--- src/hw/ipc_pkg.sv ---
// Shared constants and carrier types for the infrared pulse codec
`default_nettype none

package ipc_pkg;

    // =====================================================================
    // Counter geometry
    // =====================================================================
    localparam int unsigned IPC_CNT_W = 4;

    // Receive decoder: a count above this may be restarted by a new pulse
    localparam logic [IPC_CNT_W-1:0] IPC_DEC_HOLD_LAST = 4'h7;
    // Receive decoder: count value at which the decoded bit ends
    localparam logic [IPC_CNT_W-1:0] IPC_DEC_END      = 4'hF;
    // Transmit encoder: last x16 tick of one bit time
    localparam logic [IPC_CNT_W-1:0] IPC_BIT_LAST     = 4'hF;

    // =====================================================================
    // Pulse width selection
    // =====================================================================
    typedef enum logic [1:0] {
        IPC_WIDTH_3_16 = 2'h0,
        IPC_WIDTH_1_16 = 2'h1,
        IPC_WIDTH_1_32 = 2'h2
    } ipc_width_t;

    // Last tick index of the narrow pulse, counted in the selected base clock
    localparam logic [IPC_CNT_W-1:0] IPC_W3_16_LAST = 4'h2;
    localparam logic [IPC_CNT_W-1:0] IPC_W1_16_LAST = 4'h0;
    localparam logic [IPC_CNT_W-1:0] IPC_W1_32_LAST = 4'h0;

    // =====================================================================
    // Reset values
    // =====================================================================
    localparam logic IPC_LINE_IDLE = 1'b1;

    // =====================================================================
    // Carriers
    // =====================================================================
    typedef struct packed {
        logic       enable;
        ipc_width_t width_sel;
    } ipc_cfg_t;

    typedef struct packed {
        logic x16;
        logic x32;
    } ipc_ref_tick_t;

endpackage

`default_nettype wire

--- src/hw/ipc_tick_counter.sv ---
// Small tick counter shared by the encoder and decoder timing paths
`timescale 1ns/1ns
`default_nettype none

module ipc_tick_counter
    import ipc_pkg::*;
#(
    parameter int unsigned W = IPC_CNT_W
) (
    input  wire logic         clock,
    input  wire logic         resetn,
    input  wire logic         clear,
    input  wire logic         tick,
    input  wire logic         hold,
    output logic [W-1:0]      count
);

    logic [W-1:0] count_r;
    logic [W-1:0] count_nxt;

    // Clear wins over a tick in the same cycle
    always_comb begin
        count_nxt = count_r;
        if (clear) begin
            count_nxt = '0;
        end else if (tick && !hold) begin
            count_nxt = count_r + W'(1);
        end
    end

    always_ff @(posedge clock or negedge resetn) begin
        if (!resetn) begin
            count_r <= '0;
        end else begin
            count_r <= count_nxt;
        end
    end

    assign count = count_r;

endmodule

`default_nettype wire

--- src/hw/ipc_codec.sv ---
// Infrared pulse encoder and decoder between the serial core and the pins
`timescale 1ns/1ns
`default_nettype none

module ipc_codec
    import ipc_pkg::*;
(
    input  wire logic          clock,
    input  wire logic          resetn,
    input  wire ipc_cfg_t      cfg,
    input  wire logic          baud_x16_ref_clock,
    input  wire logic          baud_x32_ref_clock,
    input  wire logic          serial_tx_in,
    output logic               tx_pin,
    input  wire logic          rx_pin,
    output logic               decoded_serial_in
);

    // =====================================================================
    // Reference ticks
    // =====================================================================
    // Both references are one-cycle enables from the core's baud divider
    ipc_ref_tick_t ref_tick;

    always_comb begin
        ref_tick.x16 = baud_x16_ref_clock;
        ref_tick.x32 = baud_x32_ref_clock;
    end

    // =====================================================================
    // Transmit encoder
    // =====================================================================
    logic                 enc_in_zero_r;
    logic                 enc_in_zero_nxt;
    logic                 enc_pulse_r;
    logic                 enc_pulse_nxt;
    logic                 enc_start;
    logic                 enc_sel_tick;
    logic [IPC_CNT_W-1:0] enc_width_last;
    logic [IPC_CNT_W-1:0] enc_bit_cnt;
    logic [IPC_CNT_W-1:0] enc_wid_cnt;
    logic                 tx_pin_r;
    logic                 tx_pin_nxt;

    // Width selection is sampled live; config must not change mid-character
    always_comb begin
        case (cfg.width_sel)
            IPC_WIDTH_1_16: begin
                enc_sel_tick   = ref_tick.x16;
                enc_width_last = IPC_W1_16_LAST;
            end
            IPC_WIDTH_1_32: begin
                enc_sel_tick   = ref_tick.x32;
                enc_width_last = IPC_W1_32_LAST;
            end
            default: begin
                enc_sel_tick   = ref_tick.x16;
                enc_width_last = IPC_W3_16_LAST;
            end
        endcase
    end

    // A pulse starts on entry to a zero bit, and again each full bit time
    // that the line stays low, so the pulse spacing is exactly one bit.
    always_comb begin
        enc_in_zero_nxt = !serial_tx_in;
        enc_start       = !serial_tx_in
                          && (!enc_in_zero_r
                              || (ref_tick.x16 && enc_bit_cnt == IPC_BIT_LAST));
        enc_pulse_nxt   = enc_pulse_r;
        if (enc_start) begin
            enc_pulse_nxt = 1'b1;
        end else if (enc_pulse_r && enc_sel_tick && enc_wid_cnt == enc_width_last) begin
            enc_pulse_nxt = 1'b0;
        end
        // Disabled path is a plain copy, one register stage late
        if (cfg.enable) begin
            tx_pin_nxt = !enc_pulse_nxt;
        end else begin
            tx_pin_nxt = serial_tx_in;
        end
    end

    always_ff @(posedge clock or negedge resetn) begin
        if (!resetn) begin
            enc_in_zero_r <= 1'b0;
            enc_pulse_r   <= 1'b0;
            tx_pin_r      <= IPC_LINE_IDLE;
        end else begin
            enc_in_zero_r <= enc_in_zero_nxt;
            enc_pulse_r   <= enc_pulse_nxt;
            tx_pin_r      <= tx_pin_nxt;
        end
    end

    // Bit-time counter, restarted with every pulse
    ipc_tick_counter #(.W(IPC_CNT_W)) u_enc_bit (
        .clock  (clock),
        .resetn (resetn),
        .clear  (enc_start),
        .tick   (ref_tick.x16),
        .hold   (1'b0),
        .count  (enc_bit_cnt)
    );

    // Pulse-width counter in the selected base clock
    ipc_tick_counter #(.W(IPC_CNT_W)) u_enc_wid (
        .clock  (clock),
        .resetn (resetn),
        .clear  (enc_start),
        .tick   (enc_sel_tick),
        .hold   (!enc_pulse_r),
        .count  (enc_wid_cnt)
    );

    // =====================================================================
    // Receive synchroniser
    // =====================================================================
    logic rx_meta_r;
    logic rx_sync_r;
    logic rx_prev_r;
    logic rx_fall;

    always_ff @(posedge clock or negedge resetn) begin
        if (!resetn) begin
            rx_meta_r <= IPC_LINE_IDLE;
            rx_sync_r <= IPC_LINE_IDLE;
            rx_prev_r <= IPC_LINE_IDLE;
        end else begin
            rx_meta_r <= rx_pin;
            rx_sync_r <= rx_meta_r;
            rx_prev_r <= rx_sync_r;
        end
    end

    // A pulse is recognised by its leading edge only
    assign rx_fall = rx_prev_r && !rx_sync_r;

    // =====================================================================
    // Receive decoder
    // =====================================================================
    logic                 dec_run_r;
    logic                 dec_run_nxt;
    logic                 dec_jit_r;
    logic                 dec_jit_nxt;
    logic                 dec_out_r;
    logic                 dec_out_nxt;
    logic                 dec_clear;
    logic [IPC_CNT_W-1:0] dec_cnt;
    logic                 dec_serial_r;
    logic                 dec_serial_nxt;

    // A restart on a late pulse wins over reaching the end count, so a
    // pulse landing on the end tick restarts the bit instead of ending it.
    always_comb begin
        dec_run_nxt = dec_run_r;
        dec_jit_nxt = dec_jit_r;
        dec_out_nxt = dec_out_r;
        dec_clear   = 1'b0;
        if (!cfg.enable) begin
            dec_run_nxt = 1'b0;
            dec_jit_nxt = 1'b0;
            dec_out_nxt = IPC_LINE_IDLE;
        end else if (!dec_run_r) begin
            if (ref_tick.x16) begin
                dec_jit_nxt = 1'b0;
            end
            if (rx_fall && !dec_jit_r) begin
                dec_run_nxt = 1'b1;
                dec_clear   = 1'b1;
                dec_out_nxt = 1'b0;
            end
        end else if (rx_fall && dec_cnt > IPC_DEC_HOLD_LAST) begin
            dec_clear   = 1'b1;
            dec_out_nxt = 1'b0;
        end else if (ref_tick.x16 && dec_cnt == IPC_DEC_END - 4'h1) begin
            // Count is about to reach fifteen on this tick
            dec_run_nxt = 1'b0;
            dec_out_nxt = IPC_LINE_IDLE;
            dec_jit_nxt = 1'b1;
        end
        // Falls with count 0..7 take no branch above and are dropped
        if (cfg.enable) begin
            dec_serial_nxt = dec_out_nxt;
        end else begin
            dec_serial_nxt = rx_sync_r;
        end
    end

    always_ff @(posedge clock or negedge resetn) begin
        if (!resetn) begin
            dec_run_r    <= 1'b0;
            dec_jit_r    <= 1'b0;
            dec_out_r    <= IPC_LINE_IDLE;
            dec_serial_r <= IPC_LINE_IDLE;
        end else begin
            dec_run_r    <= dec_run_nxt;
            dec_jit_r    <= dec_jit_nxt;
            dec_out_r    <= dec_out_nxt;
            dec_serial_r <= dec_serial_nxt;
        end
    end

    // Four-bit counter on the x16 reference only; frozen while stopped
    ipc_tick_counter #(.W(IPC_CNT_W)) u_dec_cnt (
        .clock  (clock),
        .resetn (resetn),
        .clear  (dec_clear),
        .tick   (ref_tick.x16),
        .hold   (!dec_run_r),
        .count  (dec_cnt)
    );

    // =====================================================================
    // Outputs
    // =====================================================================
    assign tx_pin            = tx_pin_r;
    assign decoded_serial_in = dec_serial_r;

endmodule

`default_nettype wire

--- config.mk ---
export PLATFORM = sky130hd
export DESIGN_NAME = ipc_codec
export DESIGN_NICKNAME = d
export VERILOG_FILES = /design/src/hw/ipc_pkg.sv /design/src/hw/ipc_tick_counter.sv /design/src/hw/ipc_codec.sv
export SDC_FILE = /design/constraint.sdc
export NUM_CORES = 1
export LEC_CHECK = 0
export ABC_AREA = 0
export BUFFER_PORTS_ARGS = -buffer_cell sky130_fd_sc_hd__buf_2
export CAP_MARGIN = 10
export CORE_MARGIN = 3
export CORE_UTILIZATION = 35
export DETAILED_ROUTE_END_ITERATION = 8
export SYNTH_ARGS = -nofsm -noshare
export SYNTH_HDL_FRONTEND = slang
export SYNTH_SLANG_ARGS = --single-unit
--- constraint.sdc ---
create_clock -name clock -period 1.5 [get_ports clock]
set_input_delay 0.45 -clock clock [delete_from_list [all_inputs] [get_ports clock]]
set_output_delay 0.45 -clock clock [all_outputs]
set_load 0.05 [all_outputs]
==> metrics.cfg, run 1 <==
[sta]
timing.final.ws_setup_ns=0.0557
final.setup_skew_ns=0.0121
post-route-min-period_ns=1.44
maxSlewHeadroom=0.689
report.final.setup_viol=0
rsz0062_at_grt=false
final_min_period_over_clock_period=0.963
max_freq_mhz=692
slew_viol_final=0
fin_worst_hold_slack_ns=0.0706
worst-slew-pin-transition_ns=0.466
report.final.hold_viol_count=0

[final_layout]
n_fill_cell=274
antennaDiodeCount=0
drive_gt1_frac=0.250
synthToLayoutAreaGrowth_pct=12.6
most-common-layout-cells=dfrtp_1 (16), nor2_1 (10), buf_2 (8)
fin_nets=127
mostFrequentLayoutCell=dfrtp_1

[grt]
antenna_found_initial=0
grt_util_all_layers=0.107
gr-total-overflow=0
grt_pass1_vias=701
global_route_wire_length_before_repair_um=2950
grt_start_max_net_pins=23

[clock_network]
cts-root-to-sink-buffers=2
clk_latency_ns=0.31
post-cts-setup-buffer-count=0
cts.reportedPaths.clkPinSlew_ns=0.12
htree_num_levels=1
clock_tree.root_cell=clkbuf_4
cts_tree=yes
numCtsBuffers=3
cts.sinks=22

[synth]
mappedNetlistNets=111
yosys_register_bits=22
synth_cell_types=27
synthSimpleGateAreaFrac=0.167
synth_area_per_cell_um2=10.8
muxShareOfSynthArea=0.0299
synth_cells=97
yosys.area_share.xor_xnor=0.0502
synth_fa_ha_area_frac=0.0598
synthesis.area_um2=1050
synth_compound_gate_area_share=0.127
ys.warnings.count=0
synth_top_family_by_area=simple AND/OR/NAND/NOR gates
ys_seq_area_frac=0.533

[floorplanning]
floorplan.initialDensity=0.373
core_region_area_um2=2810
die_height_um=60.7
rows=19
ios=11
die_w_um=60.7
dieArea_um2=3680

[setup_path]
path_buf_inv=1
crit_slowest_cell=dfstp_2
cpPeakStageDelay_ns=0.55
required_ns=1.05
cp_data_arrival_time_ns=0.99
kind_of_start_point_of_the_critical_path=flip-flop
setup.worst_path.class=reg2out
critical_path.top_delay_family=flip-flops
crit_fanout=1
timing.critical_path.cells=buf_6
worst_setup_path_end_kind=primary output

[power]
clockPowerShare=0.185
comb_power_share=0.249
netSwitchingFraction=0.332
peakVddDrop_uv=346
power_density_nw_per_um2=1280
leakage_uw=0.000541
power.net_switching_uw=502
pwr-share-seq=0.566
cell_internal_pwr_uw=1010

[routing]
count_of_vias_placed_by_the_detailed_router=745
first_pass_iters=4
detail-route-antenna-nets=0
drt_iter0_markers=36
routed_wl_um=1790
drc_errors=0
route.detailed.vias_per_inst=5.21
avgRoutedWirePerCell_um=12.5

[placement]
gp_routability_congestion=0.794
pre_cts_ws_ns=-0.0975
number_of_i_o_port_buffers=10
dp_hpwl_um=1320

[run_status]
status=finished, final reports clean

[run]
max_cap_viol_count=0

[hold_path]
worstHoldPathType=in2async

routing by layer:
metal,vias to the layer above,track usage,routed length (µm)
li1,367,-,-
met1,360,0.128,837
met2,14,0.188,888
met3,4,0.00638,27
met4,0,0.0650,38
met5,-,0,0
synth_stat cells:
master	instances	area (µm²)
mux2i_1	2	20.0
dfstp_2	6	158
o21ai_0	6	30.0
ha_1	5	62.6
a21oi_2	2	17.5
nand2b_1	1	6.26
nor2_1	10	37.5
o211a_1	1	10.0
or2_4	1	8.76
nand4_1	4	25.0
a21o_1	1	7.51
a211oi_4	1	20.0
inv_1	6	22.5
nor3_1	2	10.0
xnor2_1	3	26.3
a21oi_1	6	30.0
xor2_1	3	26.3
nand2_1	6	22.5
and3_2	1	7.51
and2_1	1	6.26
nand3_1	4	20.0
or2_2	1	6.26
buf_6	1	11.3
mux2_2	1	11.3
or3_1	4	25.0
dfrtp_1	16	400
a311oi_1	2	17.5
logic make-up (layout without fill, tap and decap cells):
family,after synthesis,count (layout)
fa+ha+maj,5,5
xor+xnor,6,6
compound gates,19,19
mux,3,3
simple gates,35,35
flops,22,22
buf+inv,7,22
final cells by class:
| cell class | instances | area (µm²) | share of cell area |
|---|---|---|---|
| flip-flops and latches | 22 | 558 | 0.474 |
| multi-input cells | 68 | 454 | 0.386 |
| repair buffers | 12 | 77.6 | 0.0659 |
| well taps | 31 | 38.8 | 0.0329 |
| clock buffers | 4 | 26.3 | 0.0223 |
| inverters | 6 | 22.5 | 0.0191 |
worst register-to-register path, delay by kind of cell (launching register included):
kind	cells	cell delay, ns
DFF	1	0.48
and+or+nand+nor	2	0.38
AOI/OAI and AO/OA	1	0.37
worst paths after layout:
check	from	endpoint	slack, ns	depth (start not counted)
hold reg to reg	rx_sync_r	rx_prev_r	0.38	0
setup / recovery	tx_pin	tx_pin	0.06	1
hold / removal	resetn	u_enc_wid.count[2]	0.07	1
min in group clock	rx_pin	rx_meta_r	0.22	1
max in group asynchronous	resetn	tx_pin	1.07	1
setup reg to reg	dec_run_r	u_dec_cnt.count[0]	0.16	3
repair_timing:
item	CTS	global route
endpoints found under the hold margin	0	0
resized for setup	2	2
setup endpoints to repair	2	2
hold buffers	0	0
gates cloned	0	0
power by group through the flow:
| stage | logic, µW | registers, µW | clock network [µW] |
|---|---|---|---|
| after detailed placement | 369 | 865 | 0 |
| after CTS | 377 | 854 | 297 |
| after floorplan | 252 | 872 | 0 |
| after global routing | 434 | 872 | 316 |
| after global placement | 357 | 857 | 0 |
| final | 376 | 855 | 279 |
per-stage QoR:
stage	cells	utilization	power (µW)	cell area, µm²	TNS, ns
after global routing	143	0.420	1620	1180	0
after floorplan	97	-	1120	1050	0
after global placement	139	0.406	1210	1140	-0.0641
after CTS	143	0.417	1530	1170	0
final	143	0.420	1510	1180	0
after detailed placement	139	0.406	1230	1140	-0.355
(Power assumes the default switching activity.)
==> inputs of run 2 (changes only) <==
--- a/config.mk
+++ b/config.mk
@@ -8,3 +8,2 @@
 export ABC_AREA = 0
-export BUFFER_PORTS_ARGS = -buffer_cell sky130_fd_sc_hd__buf_2
 export CAP_MARGIN = 10
@@ -12,3 +11,5 @@
 export CORE_UTILIZATION = 35
+export CTS_BUF_LIST = sky130_fd_sc_hd__clkbuf_8
 export DETAILED_ROUTE_END_ITERATION = 8
+export DONT_BUFFER_PORTS = 1
 export SYNTH_ARGS = -nofsm -noshare
==> constraint.sdc (replaced) <==
create_clock -name clock -period 1.5 [get_ports clock]
set_input_delay 0.075 -clock clock [delete_from_list [all_inputs] [get_ports clock]]
set_output_delay 0.075 -clock clock [all_outputs]
set_load 0.05 [all_outputs]
==> run 2 against run 1 <==
  * The flow now finishes with violations (hold timing)
  * Via count decreased by 7.0%
  * Final cell count decreased by 3.5%
  * Clock skew decreased by 0.011 ns
  * Critical path type is now reg2reg
==> metrics.cfg, run 2 (synthesized netlist as in run 1, its figures left out) <==
[floorplanning]
dieArea_um2=3680  ; unchanged
floorplan.initialDensity=0.373  ; unchanged
rows=19  ; unchanged
die_w_um=60.7  ; unchanged
die_height_um=60.7  ; unchanged
core_region_area_um2=2810  ; unchanged
ios=11  ; unchanged

[clock_network]
clk_latency_ns=0.25  ; -0.06 ns
numCtsBuffers=3  ; unchanged
clock_tree.root_cell=clkbuf_8
cts-root-to-sink-buffers=2  ; unchanged
cts_tree=yes
cts.sinks=22  ; unchanged
post-cts-setup-buffer-count=0  ; unchanged
htree_num_levels=1  ; unchanged
cts.reportedPaths.clkPinSlew_ns=0.07  ; -0.05 ns
cts.repair.resized=0  ; -2

[routing]
drc_errors=0  ; unchanged
route.detailed.vias_per_inst=5.02  ; -3.6%
count_of_vias_placed_by_the_detailed_router=693  ; -7.0%
avgRoutedWirePerCell_um=12.1  ; -3.0%
routed_wl_um=1680  ; -6.4%
detail-route-antenna-nets=0  ; unchanged
drt_iter0_markers=36  ; unchanged
first_pass_iters=4  ; unchanged

[setup_path]
required_ns=1.63  ; +0.58 ns
worst_setup_path_end_kind=flip-flop
setup.worst_path.class=reg2reg
kind_of_start_point_of_the_critical_path=flip-flop
cp_data_arrival_time_ns=1.45  ; +0.46 ns
crit_fanout=8  ; +7

[power]
power.net_switching_uw=489  ; -2.6%
power_density_nw_per_um2=1320  ; +2.9%
cell_internal_pwr_uw=1070  ; +6.4%
peakVddDrop_uv=419  ; +21%
netSwitchingFraction=0.313  ; -0.0193
final_power_uw=1560  ; +3.4%
pwr-share-seq=0.569  ; +0.003
comb_power_share=0.200  ; -0.049
leakage_uw=0.000530  ; -1.9%
clockPowerShare=0.231  ; +0.046

[placement]
number_of_i_o_port_buffers=0  ; -10
gp_routability_congestion=0.737  ; -7.2%
pre_cts_ws_ns=0.184  ; +0.281 ns
dp_hpwl_um=1210  ; -7.9%
placedInstanceArea_um2=1090  ; -4.4%

[grt]
antenna_found_initial=0  ; unchanged
global_route_wire_length_before_repair_um=3060  ; +3.7%
grt_pass1_vias=730  ; +4.1%
grt_util_all_layers=0.109  ; +0.00146
gr-total-overflow=0  ; unchanged
grt_start_max_net_pins=23  ; unchanged

[final_layout]
most-common-layout-cells=dfrtp_1 (16), nor2_1 (10), inv_1 (7)
mostFrequentLayoutCell=dfrtp_1
synthToLayoutAreaGrowth_pct=13.2
fin_nets=122  ; -3.9%
drive_gt1_frac=0.168  ; -0.0818
n_fill_cell=274  ; unchanged
final_area_um2=1180  ; +0.53%
antennaDiodeCount=0  ; unchanged

[sta]
report.final.setup_viol=0  ; unchanged
post-route-min-period_ns=1.31  ; -0.132 ns
report.final.hold_viol_count=1  ; +1
fin_worst_hold_slack_ns=-0.00258  ; -0.0732 ns
finalSetupTns_ns=0  ; unchanged
worst-slew-pin-transition_ns=0.941  ; +0.475 ns
timing.final.ws_setup_ns=0.187  ; +0.132 ns
final.setup_skew_ns=0.000791  ; -0.0113 ns
final_min_period_over_clock_period=0.875  ; -0.0877
maxSlewHeadroom=0.371  ; -0.319
rsz0062_at_grt=false
slew_viol_final=0  ; unchanged
max_freq_mhz=762  ; +10%

[run_status]
status=complete, but fails checks
violated_checks=hold timing

[hold_path]
worstHoldPathType=in2reg

[run]
max_cap_viol_count=0  ; unchanged

-- run 2: power groups by stage --
stage / sequential, µW / clock, µW / combinational [µW]
detailed placement: 901 / 0 / 293
finish: 889 / 361 / 312
floorplan: 872 / 0 / 252
CTS: 890 / 374 / 318
global placement: 893 / 0 / 282
global route: 909 / 400 / 370
-- run 2: what timing repair did --
item	4_1_cts	5_1_grt
endpoints found under the hold margin	28	0
hold buffers	5	0
setup endpoints to repair	0	0
-- run 2: critical path, stage by stage, from the launching register on --
cell and delay, ns:
dfrtp_1 0.45, or2_4 0.28, a211oi_4 0.37, nor2_1 0.10
-- run 2: per-layer routing --
| metal | share of wire | GRT usage | up-vias | wire length [µm] |
|---|---|---|---|---|
| met5 | 0 | 0 | - | 0 |
| met3 | 0.017 | 0.00638 | 2 | 28 |
| met2 | 0.47 | 0.180 | 8 | 790 |
| li1 | - | - | 353 | - |
| met1 | 0.50 | 0.139 | 330 | 832 |
| met4 | 0.015 | 0.0650 | 0 | 25 |
-- run 2: worst paths after layout --
kind	startpoint	slack, ns	end	cells after the start
max	dec_run_r	0.19	u_dec_cnt.count[0]	3
min	baud_x16_ref_clock	-0.003	u_enc_bit.count[1]	2
max reg2reg	dec_run_r	0.19	u_dec_cnt.count[0]	3
min reg2reg	rx_meta_r	0.36	rx_sync_r	0
max in group asynchronous	resetn	0.52	u_dec_cnt.count[0]	1
min in group asynchronous	resetn	0.41	dec_jit_r	1
-- run 2: final cells by class --
class / count / area (µm²) / share of cell area
clock inverters: 1 / 3.75 / 0.00317
repair buffers: 7 / 65.1 / 0.0550
well taps: 31 / 38.8 / 0.0328
clock buffers: 3 / 41.3 / 0.0349
flip-flops and latches: 22 / 558 / 0.471
multi-input cells: 68 / 454 / 0.384
inverters: 6 / 22.5 / 0.0190
-- run 2: through the flow --
step,utilization,hold slack (ns),std cells
global placement,0.388,-0.220,129
finish,0.422,-0.00258,138
floorplan,-,-0.221,97
global route,0.422,0.0375,138
CTS,0.422,0.0000643,138
detailed placement,0.388,-0.220,129
==> inputs of run 3 (changes only) <==
Settings changed: ABC_AREA 0 to 1.
Clock period 1.5 ns to 1.4 ns, I/O delays scaled along.
==> run 3 against run 2 <==
  * The flow now finishes without violations
  * Sequential share of layout area down 5.4 points
  * Sequential power down 0.4%
  * Routed wire length increased by 13%
  * Synthesized area increased by 14%
  * Final area grew 13%
  * First-iteration DRC count fell by 50%
  * Clock power up 7.5%
  * Critical path type unchanged
  * Critical endpoint is now u_dec_cnt.count[3]
==> metrics.cfg, run 3 <==
[synth]
synth.top_cell.area_share=0.334  ; -0.0484
synth_cell_types=24  ; -11%
ys_seq_area_frac=0.466  ; -0.0675
netlist.top_cell.by_area=dfrtp_1
post_synthesis_async_set_or_reset_flop_share=1.00  ; unchanged
yosysMostFrequentCell=nand2_1
synth-main-ff-cell=dfrtp_1
synth_cells=133  ; +37%
ys.warnings.count=0  ; unchanged
synth_edf_count=0  ; unchanged
main_area_contributors_after_synthesis=dfrtp_1 (33%), dfstp_2 (13%), nand2_1 (8.2%), inv_1 (6.0%), ha_1 (5.2%)
yosys_register_bits=22  ; unchanged
synthesis.area_um2=1200  ; +14%
synth_area_per_cell_um2=9.00  ; -17%
ys_top_cells_by_count=nand2_1 (26), inv_1 (19), dfrtp_1 (16), nor2_1 (11), nand2_2 (9)
mappedNetlistNets=147  ; +32%

[placement]
number_of_i_o_port_buffers=0  ; unchanged
pre_cts_ws_ns=0.110  ; -0.0739 ns
gp_routability_congestion=0.736  ; -0.11%
dp_hpwl_um=1480  ; +22%

[floorplanning]
rows=20  ; +1
die_height_um=64.5  ; +6.3%
ios=11  ; unchanged
core_region_area_um2=3150  ; +12%
dieArea_um2=4160  ; +13%
floorplan.initialDensity=0.380  ; +0.00688
die_w_um=64.5  ; +6.3%

[sta]
slew_viol_final=0  ; unchanged
final_min_period_over_clock_period=0.921  ; +0.0460
report.final.setup_viol=0  ; unchanged
rsz0062_at_grt=false
maxSlewHeadroom=0.357  ; -0.0141
max_freq_mhz=775  ; +1.8%
final.setup_skew_ns=0.00793  ; +0.00714 ns
post-route-min-period_ns=1.29  ; -0.0231 ns
timing.final.ws_setup_ns=0.110  ; -0.0769 ns
report.final.hold_viol_count=0  ; -1
finalSetupTns_ns=0  ; unchanged
worst-slew-pin-transition_ns=0.962  ; +0.0210 ns

[clock_network]
cts.reportedPaths.clkPinSlew_ns=0.08  ; about the same
htree_num_levels=1  ; unchanged
cts-root-to-sink-buffers=2  ; unchanged
clk_latency_ns=0.26  ; about the same
cts.repair.resized=0  ; unchanged
numCtsBuffers=3  ; unchanged
cts.sinks=22  ; unchanged
clock_tree.root_cell=clkbuf_8
cts_tree=yes

[grt]
global_route_wire_length_before_repair_um=3570  ; +16%
gr-total-overflow=0  ; unchanged
antenna_found_initial=0  ; unchanged
grt_start_max_net_pins=23  ; unchanged
grt_pass1_vias=868  ; +19%
grt_util_all_layers=0.107  ; -0.00219

[routing]
wl_met1_um=840  ; +0.96%
detail-route-antenna-nets=0  ; unchanged
route.detailed.vias_per_inst=4.37  ; -13%
drc_errors=0  ; unchanged
drt_iter0_markers=18  ; -50%
routed_wl_um=1890  ; +13%
met3_wirelength_um=50  ; +79%
count_of_vias_placed_by_the_detailed_router=808  ; +17%
topRoutingLayerUsed=met4
avgRoutedWirePerCell_um=10.2  ; -16%
met2WireLength_um=976  ; +24%
first_pass_iters=2  ; -2

[final_layout]
n_fill_cell=321  ; +17%
fin_nets=156  ; +28%
most-common-layout-cells=nand2_1 (26), inv_1 (20), dfrtp_1 (16)
drive_gt1_frac=0.298  ; +0.130
final_util=0.424  ; +0.00187
mostFrequentLayoutCell=nand2_1
synthToLayoutAreaGrowth_pct=11.6
antennaDiodeCount=0  ; unchanged

[setup_path]
crit_fanout=5  ; -3
cp_data_arrival_time_ns=1.44  ; about the same
kind_of_start_point_of_the_critical_path=flip-flop
r2r_setup_slack_ns=0.11  ; -0.08 ns
setup.worst_path.class=reg2reg
required_ns=1.55  ; -0.08 ns
worst_setup_path_end_kind=flip-flop

[power]
final_power_uw=1720  ; +10%
leakage_uw=0.000693  ; +31%
power_density_nw_per_um2=1290  ; -2.5%
peakVddDrop_uv=690  ; +64%

[run]
max_cap_viol_count=0  ; unchanged

[hold_path]
worstHoldPathType=in2reg

[run_status]
status=finished, final reports clean

## run 3: cell count changes after synthesis, sizes merged, moves of 5 or more
cell   delta
a21oi     -5
inv      +18
nand2    +33
nor2      +8
## run 3: per-stage QoR
stage          cell area, µm²  instances  hold slack, ns
6_report                 1340        185          0.0576
5_1_grt                  1340        185          0.0619
4_1_cts                  1340        185          0.0516
3_5_place_dp             1240        176          -0.225
3_3_place_gp             1240        176          -0.225
2_1_floorplan            1200        133          -0.226
## run 3: final timing paths
| kind | startpoint | end | cells past startpoint |
|---|---|---|---|
| setup / recovery | rx_prev_r | u_dec_cnt.count[3] | 4 |
| hold / removal | baud_x16_ref_clock | u_enc_bit.count[2] | 2 |
| setup reg to reg | rx_prev_r | u_dec_cnt.count[3] | 4 |
| hold reg to reg | rx_meta_r | rx_sync_r | 0 |
| max in group asynchronous | resetn | enc_in_zero_r | 1 |
| min in group asynchronous | resetn | u_dec_cnt.count[0] | 1 |
## run 3: layout make-up
cell class                      count  area (µm²)  area share
Sequential cell                    22         558       0.418
Multi-Input combinational cell     86         533       0.399
Inverter                           24        95.1      0.0712
Tap cell                           44        55.1      0.0412
Timing Repair Buffer                5        50.0      0.0375
Clock buffer                        3        41.3      0.0309
Clock inverter                      1        3.75     0.00281
## run 3: report_power, final
part / internal [µW] / total [µW] / switching (µW)
Clock: 195 / 388 / 193
Sequential: 753 / 885 / 132
Combinational: 181 / 447 / 266
Total: 1130 / 1720 / 591
## run 3: worst max-delay path, cell delays in order (launching register included)
cell and delay [ns]:
dfstp_2 0.54, nand2_2 0.06, o21ai_1 0.18, nand3_1 0.20, and3_1 0.20
## run 3: kinds of logic (layout without fill, tap and decap cells)
| family | Yosys count | after routing | share of synthesized area |
|---|---|---|---|
| AND/OR/NAND/NOR | 70 | 70 | 0.332 |
| adder cells (fa/ha/maj) | 5 | 5 | 0.0522 |
| XOR/XNOR | 2 | 2 | 0.0146 |
| AO/OA/AOI/OAI | 9 | 9 | 0.0460 |
| flip-flops | 22 | 22 | 0.466 |
| buffers and inverters | 25 | 33 | 0.0888 |
## run 3: routing by layer
layer	vias to the layer above	GRT usage
met2	11	0.196
li1	421	-
met5	-	0
met1	374	0.121
met3	2	0.0208
met4	0	0.0396
## run 3: what timing repair did
item / CTS / global route
hold buffers: 5 / 0
setup buffers: 0 / 0
endpoints found under the hold margin: 31 / 0
